[config.mk]
export PLATFORM = sky130hd
export DESIGN_NAME = bpo_top
export DESIGN_NICKNAME = d
export VERILOG_FILES = /design/src/logic/bpo_top.v
export VERILOG_INCLUDE_DIRS = /design/src /design/src/logic
export SDC_FILE = /design/constraint.sdc
export NUM_CORES = 1
export LEC_CHECK = 0
export BUFFER_PORTS_ARGS = -buffer_cell sky130_fd_sc_hd__buf_2
export CORE_UTILIZATION = 49
export DETAILED_ROUTE_END_ITERATION = 16
export HOLD_SLACK_MARGIN = 0.1
export PLACE_DENSITY_LB_ADDON = 0.08
export SYNTH_ARGS = -nofsm -noshare
export SYNTH_HDL_FRONTEND = slang
export SYNTH_SLANG_ARGS = --single-unit
[constraint.sdc]
create_clock -name sys_clk -period 4.4 [get_ports sys_clk]
set_input_delay 0.66 -clock sys_clk [delete_from_list [all_inputs] [get_ports sys_clk]]
set_output_delay 0.66 -clock sys_clk [all_outputs]
set_load 0.02 [all_outputs]
[src/logic/bpo_defines.vh]
`ifndef BPO_DEFINES_VH
`define BPO_DEFINES_VH

////////////////////////////////////////////////////////////////////////////////
// Timing
`define BPO_CLK_MHZ 250
`define BPO_MS_CYCLES (1000 * `BPO_CLK_MHZ)
`define BPO_T_SETUP_MS 7'h1E
`define BPO_T_VALID_MS 7'h28
`define BPO_T_OFF_MS 7'h10
`define BPO_T_PERIOD_MS 7'h40
`define BPO_T_REQGAP_MS 7'h14

////////////////////////////////////////////////////////////////////////////////
// Widths and limits
`define BPO_MW 20
`define BPO_BCD_MAX 21'h1869F
`define BPO_DD_STEPS 5'h11

////////////////////////////////////////////////////////////////////////////////
// Register map (byte addresses)
`define BPO_ADDR_CTRL 5'h00
`define BPO_ADDR_HI 5'h04
`define BPO_ADDR_LO 5'h08
`define BPO_ADDR_STAT 5'h0C
`define BPO_ADDR_RESULT 5'h10

////////////////////////////////////////////////////////////////////////////////
// Control fields and reset values
`define BPO_CTRL_MODE_LSB 0
`define BPO_CTRL_MODE_MSB 2
`define BPO_CTRL_SBY_BIT 3
`define BPO_CTRL_RST 4'h0
`define BPO_HI_RST 20'h003E8
`define BPO_LO_RST 20'h00000

////////////////////////////////////////////////////////////////////////////////
// Hold modes
`define BPO_MODE_NORMAL 3'h0
`define BPO_MODE_PEAK 3'h1
`define BPO_MODE_BOTTOM 3'h2
`define BPO_MODE_SAMPLE 3'h3
`define BPO_MODE_P2P 3'h4

`endif

[src/logic/bpo_top.v]
// Chosen here: the Avalon-MM register port and the placing of the registers.
`timescale 1ns/1ps
`include "bpo_defines.vh"

module bpo_top #(
	parameter MS_CYCLES = `BPO_MS_CYCLES
) (
	input wire sys_clk,
	input wire rst_n,
	input wire [4:0] avs_address,
	input wire avs_read,
	input wire avs_write,
	input wire [31:0] avs_writedata,
	output reg [31:0] avs_readdata,
	output reg avs_waitrequest,
	input wire meas_valid,
	input wire [`BPO_MW-1:0] meas_data,
	output reg meas_ready,
	input wire req_n,
	input wire hold_n,
	input wire max_n,
	input wire min_n,
	input wire clr_n,
	input wire timing_n,
	output reg [19:0] bcd_data,
	output reg bcd_neg,
	output reg bcd_over,
	output reg bcd_valid,
	output reg run_out,
	output reg cmp_hi,
	output reg cmp_pass,
	output reg cmp_lo
);

	localparam [3:0] S_IDLE = 4'h1;
	localparam [3:0] S_SETUP = 4'h2;
	localparam [3:0] S_VALID = 4'h4;
	localparam [3:0] S_GAP = 4'h8;
	localparam [31:0] MS_LAST_W = MS_CYCLES - 1;
	localparam [17:0] MS_LAST = MS_LAST_W[17:0];

	////////////////////////////////////////////////////////////////////////////////
	// Register file

	reg [3:0] ctrl_reg;
	reg signed [`BPO_MW-1:0] hi_reg;
	reg signed [`BPO_MW-1:0] lo_reg;
	reg signed [20:0] val_reg;
	reg [3:0] state_reg;
	reg sb_done_reg;
	reg conv_busy_reg;
	wire [2:0] mode = ctrl_reg[`BPO_CTRL_MODE_MSB:`BPO_CTRL_MODE_LSB];
	wire sby_en = ctrl_reg[`BPO_CTRL_SBY_BIT];
	wire bus_req = avs_read || avs_write;
	wire bus_wr = avs_write && !avs_waitrequest;
	wire ctrl_wr = bus_wr && avs_address == `BPO_ADDR_CTRL;
	reg [31:0] rdata_next;

	always @* begin
		case (avs_address)
			`BPO_ADDR_CTRL: rdata_next = {28'h0000000, ctrl_reg};
			`BPO_ADDR_HI: rdata_next = {{12{hi_reg[`BPO_MW-1]}}, hi_reg};
			`BPO_ADDR_LO: rdata_next = {{12{lo_reg[`BPO_MW-1]}}, lo_reg};
			`BPO_ADDR_STAT: rdata_next = {20'h00000, conv_busy_reg, sb_done_reg, state_reg,
				cmp_hi, cmp_pass, cmp_lo, bcd_valid, bcd_over, bcd_neg};
			`BPO_ADDR_RESULT: rdata_next = {{11{val_reg[20]}}, val_reg};
			default: rdata_next = 32'h00000000;
		endcase
	end

	always @(posedge sys_clk or negedge rst_n) begin
		if (!rst_n) begin
			avs_waitrequest <= 1'b1;
			avs_readdata <= 32'h00000000;
			ctrl_reg <= `BPO_CTRL_RST;
			hi_reg <= `BPO_HI_RST;
			lo_reg <= `BPO_LO_RST;
		end else begin
			if (bus_req && avs_waitrequest) begin
				avs_waitrequest <= 1'b0;
				avs_readdata <= avs_read ? rdata_next : 32'h00000000;
			end else begin
				avs_waitrequest <= 1'b1;
			end
			if (ctrl_wr) begin
				ctrl_reg <= avs_writedata[3:0];
			end
			if (bus_wr && avs_address == `BPO_ADDR_HI) begin
				hi_reg <= avs_writedata[`BPO_MW-1:0];
			end
			if (bus_wr && avs_address == `BPO_ADDR_LO) begin
				lo_reg <= avs_writedata[`BPO_MW-1:0];
			end
		end
	end

	////////////////////////////////////////////////////////////////////////////////
	// Two-entry measurement buffer

	reg [`BPO_MW-1:0] buf_mem [0:1];
	reg buf_wp_reg;
	reg buf_rp_reg;
	reg [1:0] buf_cnt_reg;
	reg upd_reg;
	wire buf_push = meas_valid && meas_ready;
	wire buf_pop = (buf_cnt_reg != 2'h0) && !conv_busy_reg && !upd_reg;
	wire [1:0] buf_cnt_next = buf_cnt_reg + {1'b0, buf_push} - {1'b0, buf_pop};
	wire signed [`BPO_MW-1:0] smp = buf_mem[buf_rp_reg];

	genvar g;
	generate
		for (g = 0; g < 2; g = g + 1) begin : g_buf
			always @(posedge sys_clk) begin
				if (buf_push && buf_wp_reg == g) begin
					buf_mem[g] <= meas_data;
				end
			end
		end
	endgenerate

	always @(posedge sys_clk or negedge rst_n) begin
		if (!rst_n) begin
			buf_wp_reg <= 1'b0;
			buf_rp_reg <= 1'b0;
			buf_cnt_reg <= 2'h0;
			meas_ready <= 1'b0;
		end else begin
			buf_wp_reg <= buf_wp_reg ^ buf_push;
			buf_rp_reg <= buf_rp_reg ^ buf_pop;
			buf_cnt_reg <= buf_cnt_next;
			meas_ready <= buf_cnt_next != 2'h2;
		end
	end

	////////////////////////////////////////////////////////////////////////////////
	// Hold modes
	reg signed [`BPO_MW-1:0] last_reg;
	reg signed [`BPO_MW-1:0] pk_reg;
	reg signed [`BPO_MW-1:0] bt_reg;
	reg signed [`BPO_MW-1:0] sh_reg;
	reg seed_reg;
	reg tim_prev_reg;
	reg signed [20:0] val_next;
	wire tim_on = !timing_n && tim_prev_reg;
	wire restart = tim_on || !clr_n || ctrl_wr;

	always @* begin
		case (mode)
			`BPO_MODE_PEAK: val_next = {pk_reg[`BPO_MW-1], pk_reg};
			`BPO_MODE_BOTTOM: val_next = {bt_reg[`BPO_MW-1], bt_reg};
			`BPO_MODE_SAMPLE: val_next = {sh_reg[`BPO_MW-1], sh_reg};
			`BPO_MODE_P2P: val_next = {pk_reg[`BPO_MW-1], pk_reg} - {bt_reg[`BPO_MW-1], bt_reg};
			default: val_next = {last_reg[`BPO_MW-1], last_reg};
		endcase
		if (!max_n) begin
			val_next = {pk_reg[`BPO_MW-1], pk_reg};
		end else if (!min_n) begin
			val_next = {bt_reg[`BPO_MW-1], bt_reg};
		end
	end

	always @(posedge sys_clk or negedge rst_n) begin
		if (!rst_n) begin
			last_reg <= {`BPO_MW{1'b0}};
			pk_reg <= {`BPO_MW{1'b0}};
			bt_reg <= {`BPO_MW{1'b0}};
			sh_reg <= {`BPO_MW{1'b0}};
			seed_reg <= 1'b1;
			tim_prev_reg <= 1'b1;
			val_reg <= 21'h000000;
			upd_reg <= 1'b0;
		end else begin
			tim_prev_reg <= timing_n;
			upd_reg <= buf_pop;
			val_reg <= val_next;
			if (tim_on) begin
				sh_reg <= last_reg;
			end
			if (buf_pop) begin
				last_reg <= smp;
				if (seed_reg || smp > pk_reg) begin
					pk_reg <= smp;
				end
				if (seed_reg || smp < bt_reg) begin
					bt_reg <= smp;
				end
			end
			if (restart) begin
				seed_reg <= 1'b1;
			end else if (buf_pop) begin
				seed_reg <= 1'b0;
			end
		end
	end

	////////////////////////////////////////////////////////////////////////////////
	// Comparison outputs
	wire over_hi = val_next > $signed({hi_reg[`BPO_MW-1], hi_reg});
	wire under_lo = val_next < $signed({lo_reg[`BPO_MW-1], lo_reg});
	wire in_band = !over_hi && !under_lo;

	always @(posedge sys_clk or negedge rst_n) begin
		if (!rst_n) begin
			cmp_hi <= 1'b0;
			cmp_pass <= 1'b0;
			cmp_lo <= 1'b0;
			sb_done_reg <= 1'b0;
		end else begin
			if (upd_reg && in_band) begin
				sb_done_reg <= 1'b1;
			end else if (!clr_n) begin
				sb_done_reg <= 1'b0;
			end
			if (upd_reg) begin
				if (sby_en && !sb_done_reg && !in_band) begin
					cmp_hi <= 1'b0;
					cmp_pass <= 1'b0;
					cmp_lo <= 1'b0;
				end else begin
					cmp_hi <= over_hi;
					cmp_pass <= in_band;
					cmp_lo <= under_lo;
				end
			end
		end
	end

	////////////////////////////////////////////////////////////////////////////////
	// Binary to BCD conversion
	reg [19:0] dd_bcd_reg;
	reg [16:0] dd_bin_reg;
	reg [4:0] dd_cnt_reg;
	reg dd_neg_reg;
	reg dd_over_reg;
	reg [19:0] res_bcd_reg;
	reg res_neg_reg;
	reg res_over_reg;
	wire [19:0] dd_adj;
	wire [20:0] mag = val_next[20] ? (21'h000000 - val_next) : val_next;

	generate
		for (g = 0; g < 5; g = g + 1) begin : g_dig
			assign dd_adj[4*g+3:4*g] = (dd_bcd_reg[4*g+3:4*g] > 4'h4) ?
				(dd_bcd_reg[4*g+3:4*g] + 4'h3) : dd_bcd_reg[4*g+3:4*g];
		end
	endgenerate

	always @(posedge sys_clk or negedge rst_n) begin
		if (!rst_n) begin
			dd_bcd_reg <= 20'h00000;
			dd_bin_reg <= 17'h00000;
			dd_cnt_reg <= 5'h00;
			dd_neg_reg <= 1'b0;
			dd_over_reg <= 1'b0;
			conv_busy_reg <= 1'b0;
			res_bcd_reg <= 20'h00000;
			res_neg_reg <= 1'b0;
			res_over_reg <= 1'b0;
		end else if (conv_busy_reg) begin
			{dd_bcd_reg, dd_bin_reg} <= {dd_adj[18:0], dd_bin_reg, 1'b0};
			dd_cnt_reg <= dd_cnt_reg - 5'h01;
			if (dd_cnt_reg == 5'h01) begin
				conv_busy_reg <= 1'b0;
				res_bcd_reg <= dd_over_reg ? 20'h99999 : {dd_adj[18:0], dd_bin_reg[16]};
				res_neg_reg <= dd_neg_reg;
				res_over_reg <= dd_over_reg;
			end
		end else if (upd_reg) begin
			conv_busy_reg <= 1'b1;
			dd_bcd_reg <= 20'h00000;
			dd_bin_reg <= mag[16:0];
			dd_cnt_reg <= `BPO_DD_STEPS;
			dd_neg_reg <= val_next[20];
			dd_over_reg <= mag > `BPO_BCD_MAX;
		end
	end

	////////////////////////////////////////////////////////////////////////////////
	// BCD port sequence
	reg [3:0] state_next;
	reg [17:0] tick_cnt_reg;
	reg [6:0] ms_reg;
	reg req_prev_reg;
	reg load;
	reg drop;
	reg blank;
	wire req_rise = !req_n && req_prev_reg;
	wire tick = tick_cnt_reg == MS_LAST;
	wire [6:0] ms_now = ms_reg + {6'h00, tick};

	always @* begin
		state_next = state_reg;
		load = 1'b0;
		drop = 1'b0;
		blank = 1'b0;
		case (state_reg)
			S_IDLE: begin
				if (req_rise) begin
					state_next = S_SETUP;
				end
			end
			S_SETUP: begin
				if (ms_now == `BPO_T_SETUP_MS) begin
					load = 1'b1;
					state_next = S_VALID;
				end
			end
			S_VALID: begin
				if (ms_now == `BPO_T_VALID_MS) begin
					drop = 1'b1;
					state_next = S_GAP;
				end
			end
			S_GAP: begin
				if (req_n && ms_now >= `BPO_T_OFF_MS) begin
					blank = 1'b1;
					state_next = S_IDLE;
				end else if (!req_n && ms_now == `BPO_T_PERIOD_MS - `BPO_T_VALID_MS) begin
					load = 1'b1;
					state_next = S_VALID;
				end
			end
			default: state_next = S_IDLE;
		endcase
	end

	always @(posedge sys_clk or negedge rst_n) begin
		if (!rst_n) begin
			state_reg <= S_IDLE;
			tick_cnt_reg <= 18'h00000;
			ms_reg <= 7'h00;
			req_prev_reg <= 1'b1;
			run_out <= 1'b0;
			bcd_data <= 20'h00000;
			bcd_neg <= 1'b0;
			bcd_over <= 1'b0;
			bcd_valid <= 1'b0;
		end else begin
			req_prev_reg <= req_n;
			run_out <= 1'b1;
			state_reg <= state_next;
			if (state_next != state_reg) begin
				tick_cnt_reg <= 18'h00000;
				ms_reg <= 7'h00;
			end else begin
				tick_cnt_reg <= tick ? 18'h00000 : tick_cnt_reg + 18'h00001;
				ms_reg <= ms_now;
			end
			if (load) begin
				bcd_valid <= 1'b1;
				if (hold_n || state_reg == S_SETUP) begin
					bcd_data <= res_bcd_reg;
					bcd_neg <= res_neg_reg;
					bcd_over <= res_over_reg;
				end
			end
			if (drop) begin
				bcd_valid <= 1'b0;
			end
			if (blank) begin
				bcd_data <= 20'h00000;
				bcd_neg <= 1'b0;
				bcd_over <= 1'b0;
			end
		end
	end

endmodule // bpo_top

==> summary.md, run 1 <==
| Metric | Value |
|---|---|
| Flop-to-flop setup slack | 0.22 ns |
| Dpl ws | -0.0147 ns |
| Clk_lat worst skew | 0.56 ns |
| Clock transition at path regs | 0.06 ns |
| Crit path buf inv count | 0 |
| Stages on worst setup path | 18 |
| Antenna-violating nets left | 0 |
| FFs w/ async S/R, synth | 88.2% |
| Initial antenna violation count | 0 |
| Commonest non-fill, non-tap cell in the layout | dfrtp_1 |
| CP Data Required Time | 4.84 ns |
| Placed Instances | 2652 |
| Initial core utilization | 49.8% |
| Register area share after synthesis | 45.3% |
| Slew @ Worst Pin | 1.13 ns |
| Critical path endpoint | tick_cnt_reg[15] |
| Worst path cell trace | ha_1 -> and3_4 -> nand4_1 -> nor4b_2 -> and3_4 -> ha_1 -> ha_1 -> nand3_1 -> nor2_1 -> xor2_1 -> nor3_2 -> nand4_1 -> or3b_2 -> a211oi_4 -> a2111oi_0 -> o211ai_1 -> or2_4 -> nor2_1 |
| Routed len/inst | 19.5 um |
| # DRC | 0 |
| Post-CTS Hold Fix Bufs | 0 |
| H-tree depth | 2 |
| Multi-input logic area | 9670 um2 |
| Final min period | 4.18 ns |
| Unique masters post-synth | 78 |
| GRT overflow | 0 |
| First-pass GRT wire length | 84.7 mm |
| Synth Flop Type | dfrtp_1 |
| Area delta synth->final | 16.7% |
| Final Hold Fails | 0 |
| Max Cap Viol | 0 |
| I/O Buffers | 116 |
| Top Usage Layer GRT | met2 |
| Worst path arrival time | 4.63 ns |
| Setup WS post-layout | 0.215 ns |
| GRT Total Usage | 26.6% |
| # fillers | 3410 |
| Vias in the first global route | 15435 |
| Fin cells | 2728 |
| Static Leak | 10.3 nW |
| Sequential Area | 8720 um2 |
| CP Class | reg -> reg |
| Largest net degree at the start of global routing | 111 |
| Hold WC Path Type | in -> async |
| Ant. Diodes | 0 |
| GRT met3 Usage | 3.53% |
| Initial DRC Count | 967 |
| CP peak stage delay | 0.52 ns |
| Die H | 200 um |
| Post-layout util | 58.1% |
| FF+latch count, synth | 340 |
| 1st-pass router iterations | 6 |
| Avg Inst Size Synth | 9.58 um2 |
| Die ar. | 40100 um2 |
| IO Pins | 129 |
| Commonest non-fill, non-tap cells in the layout | dfrtp_1, nor2_1, nand2_1 |
| Worst Setup Start Kind | flip-flop |
| CTS Root Cell | clkbuf_16 |
| CTS Buffer Depth | 3 |
| R2R Path End | tick_cnt_reg[15] |
| Met1 track demand over resource | 35.8% |
| Die width | 200 um |
| CTS Buf Count | 39 |
| Post-Syn Nets | 2196 |
| Worst IR Drop VDD | 0.000522 V |
| Final hold slack | 0.149 ns |
| Grt met2 use | 43.4% |
| Placer Congestion | 0.915 |
| Total routed wirelength | 53.2 mm |
| FF-to-FF Start | tick_cnt_reg[0] |
| Final net count | 2363 |
| Number of flip-flops in the largest register | 40 |
| Vias per cell | 5.76 |
| CTS tree | built |
| Vias | 15701 |
| Share of cells above drive strength 1 | 20.0% |
| Reg2Reg Depth | 18 |
| Cell row count | 72 |
| Synthesis Warnings | 0 |
| Slowest cell on crit path | or3b_2 |
| CP dominant cell by count | ha_1 |
| Slew HR | 24.6% |
| Worst setup path startpoint | tick_cnt_reg[0] |
| Final period util | 95.1% |
| Fin Clk Skew | 0.0195 ns |
| Fmax | 0.239 GHz |
| CP delay by family, top | simple AND/OR/NAND/NOR gates |
| Worst setup EP type | flip-flop |
| # setup viols final | 0 |
| Core Region | 38700 um2 |
| Post-synth EDFFs | 40 |
| CTS sink cnt | 340 |
| Final slew viol count | 0 |
| Status | finished, final reports clean |
| P per Cell Area | 685 nW/um2 |
| Synthesized cell area | 19300 um2 |
| CP max FO | 8 |
| Detail Placement HPWL | 39.4 mm |
| Gate Count Post-Synth | 2012 |
==> repair_timing <==
action	4_1_cts	5_1_grt
pin swaps	0	9
buffers inserted	0	2
gates cloned	0	2
setup endpoints to repair	17	54
resized for setup	2	28
==> per-stage QoR <==
stage | power, mW | instance area [um2] | setup TNS [ns]
2_1_floorplan | 9.55 | 19300 | 0
3_5_place_dp | 12.0 | 21000 | -0.0426
3_3_place_gp | 11.8 | 21000 | 0
4_1_cts | 15.4 | 22400 | 0
6_report | 15.4 | 22500 | 0
5_1_grt | 16.5 | 22500 | -0.0790
==> metal layers <==
layer / share of wire (%) / vias to the layer above
li1: - / 7535
met1: 45 / 7653
met2: 47 / 417
met3: 4.4 / 96
met4: 3.4 / 0
met5: 0 / -
==> synthesized netlist by cell type (6+ instances only) <==
cell type	number	area, um2
dfrtp_1	289	7230
nor2_1	196	736
nand2_1	189	709
inv_1	142	533
o21ai_0	125	626
a21oi_1	117	586
ha_1	115	1440
clkbuf_1	92	345
mux2_2	70	788
edfxtp_1	40	1200
xnor2_1	33	289
a21o_1	31	233
nor3_1	31	155
nand3b_1	26	195
a211oi_1	24	180
nand2b_1	24	150
nor2b_1	24	150
o31a_1	24	210
mux2i_1	23	230
nand3_1	23	115
o21a_1	23	173
a22o_1	22	193
nand4_1	21	131
xor2_1	18	158
o31ai_1	17	128
a222oi_1	16	160
and3_1	16	100
a221oi_1	15	131
a31oi_1	15	93.8
o211ai_1	14	105
buf_4	12	90.1
dfstp_2	11	289
o22ai_1	11	68.8
a2111oi_0	10	87.6
nor3b_1	10	75.1
or3_1	10	62.6
buf_1	8	30.0
o221ai_1	8	70.1
or2_2	8	50.1
and2_1	7	43.8
nor4b_1	7	61.3
and4_1	6	52.6
o21bai_1	6	45.0
==> worst reg2reg max path: cells and delay by family (launching register included) <==
kind / cells / cell delay [ns]
and+or+nand+nor: 11 / 2.40
DFF: 1 / 0.37
adders and majority gates: 3 / 0.57
xor gates and xnor gates: 1 / 0.11
AOI/OAI and AO/OA: 3 / 0.62
==> worst min path at each step <==
| stage | startpoint | end | slack (ns) |
|---|---|---|---|
| detailed placement | tick_cnt_reg[0] | tick_cnt_reg[0] | 0.46 |
| floorplan | rst_n | avs_readdata[0] | 0.36 |
| CTS | rst_n | avs_readdata[10] | 0.19 |
| global placement | tick_cnt_reg[0] | tick_cnt_reg[0] | 0.45 |
| global route | timing_n | tim_prev_reg | 0.21 |
| finish | rst_n | avs_readdata[5] | 0.15 |
==> where the power goes <==
part	switching (mW)	internal (mW)
Sequential	0.716	4.13
Clock	1.29	2.01
Combinational	4.13	3.13
==> logic make-up (layout without fill, tap and decap cells) <==
kind of cell | after synthesis | after routing | share of synthesized area (%)
fa+ha+maj | 116 | 116 | 7.57
compound gates | 522 | 522 | 18.0
mux | 97 | 97 | 5.75
flops | 340 | 340 | 45.3
simple gates | 624 | 626 | 15.6
other cells | 1 | 1 | 0.0195
buf+inv | 261 | 457 | 5.43
xor+xnor | 51 | 51 | 2.32
==> layout make-up <==
| class | count | area share (%) |
|---|---|---|
| clock inverters | 12 | 0.684 |
| clock buffers | 60 | 5.18 |
| multi-input cells | 1413 | 43.0 |
| repair buffers | 243 | 7.09 |
| flip-flops and latches | 340 | 38.8 |
| well taps | 518 | 2.88 |
| inverters | 142 | 2.37 |
Power figures use the tool's default switching activity.
==> run 2, diff against run 1 <==
--- a/config.mk
+++ b/config.mk
@@ -7,10 +7,10 @@
 export NUM_CORES = 1
 export LEC_CHECK = 0
 export BUFFER_PORTS_ARGS = -buffer_cell sky130_fd_sc_hd__buf_2
-export CORE_UTILIZATION = 49
+export CORE_UTILIZATION = 40
 export DETAILED_ROUTE_END_ITERATION = 16
 export HOLD_SLACK_MARGIN = 0.1
-export PLACE_DENSITY_LB_ADDON = 0.08
+export PLACE_DENSITY = 0.63
 export SYNTH_ARGS = -nofsm -noshare
 export SYNTH_HDL_FRONTEND = slang
 export SYNTH_SLANG_ARGS = --single-unit
==> run 2 against run 1 <==
  * First-iteration DRC count increased by 31%
  * Sequential power about the same
  * Die area increased by 22%
  * Non-clock buffer count decreased by 15
  * Global-route usage decreased by 4.9 points
  * Maximum frequency decreased by 1.3%
  * Flip-flop and latch count unchanged
  * Utilization decreased by 11 points
  * Clock skew increased by 0.0022 ns
  * Via count decreased by 0.15%
==> summary.md, run 2 (synthesized netlist as in run 1, its figures left out) <==
| Metric | Value |
|---|---|
| Slew HR | 23.3% |
| Final period util | 96.4% |
| CTS Buf Count | 38 |
| Final Hold Fails | 0 |
| Initial antenna violation count | 0 |
| CP max FO | 4 |
| GRT overflow | 0 |
| Detail Placement HPWL | 39.6 mm |
| Grt met2 use | 35.0% |
| Commonest non-fill, non-tap cell in the layout | dfrtp_1 |
| Setup_tns | 0 ns |
| Worst setup path startpoint | pk_reg[0] |
| CP Class | reg -> reg |
| Commonest non-fill, non-tap cells in the layout | dfrtp_1, nor2_1, nand2_1 |
| Worst path arrival time | 4.71 ns |
| Total routed wirelength | 53.7 mm |
| Share of cells above drive strength 1 | 19.6% |
| 1st-pass router iterations | 7 |
| Slew @ Worst Pin | 1.15 ns |
| Fin Clk Skew | 0.0217 ns |
| # setup viols final | 0 |
| Worst Setup Start Kind | flip-flop |
| CP Data Required Time | 4.87 ns |
| Die ar. | 49100 um2 |
| IO Pins | 129 |
| Final slew viol count | 0 |
| # fillers | 4474 |
| Met1 track demand over resource | 30.0% |
| First-pass GRT wire length | 84.7 mm |
| CTS Buffer Depth | 3 |
| Hold WC Path Type | in -> async |
| Antenna-violating nets left | 0 |
| FF-to-FF Start | pk_reg[0] |
| H-tree depth | 2 |
| Die width | 222 um |
| Initial DRC Count | 1268 |
| Ant. Diodes | 0 |
| P per Cell Area | 686 nW/um2 |
| I/O Buffers | 116 |
| Vias in the first global route | 15266 |
| Core Region | 47600 um2 |
| GRT Total Usage | 21.6% |
| Final net count | 2345 |
| Top Usage Layer GRT | met2 |
| Final min period | 4.24 ns |
| Initial core utilization | 40.5% |
| Worst setup EP type | flip-flop |
| Static Leak | 10.2 nW |
| Post-CTS Hold Fix Bufs | 0 |
| Vias per cell | 5.59 |
| CTS Root Cell | clkbuf_16 |
| Area delta synth->final | 16.8% |
| Die H | 222 um |
| Clock transition at path regs | 0.06 ns |
| Largest net degree at the start of global routing | 96 |
| Number of flip-flops in the largest register | 40 |
| Vias | 15678 |
| Worst IR Drop VDD | 0.000414 V |
| GRT met3 Usage | 2.84% |
| CTS tree | built |
| Cell row count | 80 |
| Placer Congestion | 0.897 |
| Routed len/inst | 19.2 um |
| Fmax | 0.236 GHz |
| Overall Power | 15.4 mW |
| Clk_lat worst skew | 0.56 ns |
| Max Cap Viol | 0 |
| # DRC | 0 |
| CTS sink cnt | 340 |
| Status | finished, final reports clean |
[run 2: power breakdown]
| part | switching [mW] | internal (mW) |
|---|---|---|
| sequential | 0.715 | 4.13 |
| clock | 1.32 | 1.89 |
| combinational | 4.22 | 3.16 |
| total | 6.25 | 9.18 |
[run 2: path summary, 6_finish.rpt]
kind	endpoint	slack, ns	depth (start not counted)
min in group sys_clk	tim_prev_reg	0.22	1
min	avs_readdata[5]	0.1	1
max in group asynchronous	ctrl_reg[2]	3.20	2
max	dd_over_reg	0.16	16
max reg2reg	dd_over_reg	0.16	16
min reg2reg	tick_cnt_reg[0]	0.47	1
[run 2: stage by stage]
stage / utilization (%) / instance area [um2] / worst slack, ns / hold WS (ns) / std cells
floorplan: - / 19300 / 0.0103 / 0.364 / 2012
global placement: 44.2 / 21100 / 0.0857 / 0.452 / 2732
detailed placement: 44.2 / 21100 / 0.0199 / 0.458 / 2732
CTS: 46.8 / 22300 / 0.0158 / 0.122 / 2800
global route: 47.2 / 22500 / -0.0591 / 0.144 / 2804
finish: 47.2 / 22500 / 0.159 / 0.0998 / 2804
[run 2: routing by layer]
layer	vias up	wire length (um)
met4	0	1440
met5	-	0
met2	444	24800
met3	77	2540
li1	7487	-
met1	7670	25000
[run 2: final cells by class]
class,instances,area (um2),area share (%)
Tap cell,615,769,3.42
Clock inverter,15,164,0.728
Inverter,142,533,2.37
Sequential cell,340,8720,38.8
Timing Repair Buffer,228,1520,6.77
Clock buffer,53,1080,4.79
Multi-Input combinational cell,1411,9720,43.2
[run 2: critical path, cell delays in order (launching register included)]
cell and delay (ns):
dfrtp_1 0.34, inv_1 0.06, ha_1 0.27, fa_2 0.56, a21oi_1 0.07, a222oi_1 0.31, o211ai_1 0.27, inv_1 0.17
ha_1 0.20, o21a_1 0.24, nor4b_4 0.31, and3_1 0.29, nand2_1 0.10, o31a_1 0.31, xnor2_1 0.17, a311o_1 0.34
a31oi_1 0.16
[run 2: repair_timing]
item,4_1_cts,5_1_grt
resized for setup,0,40
endpoints found under the setup margin,0,54
setup buffers,0,3
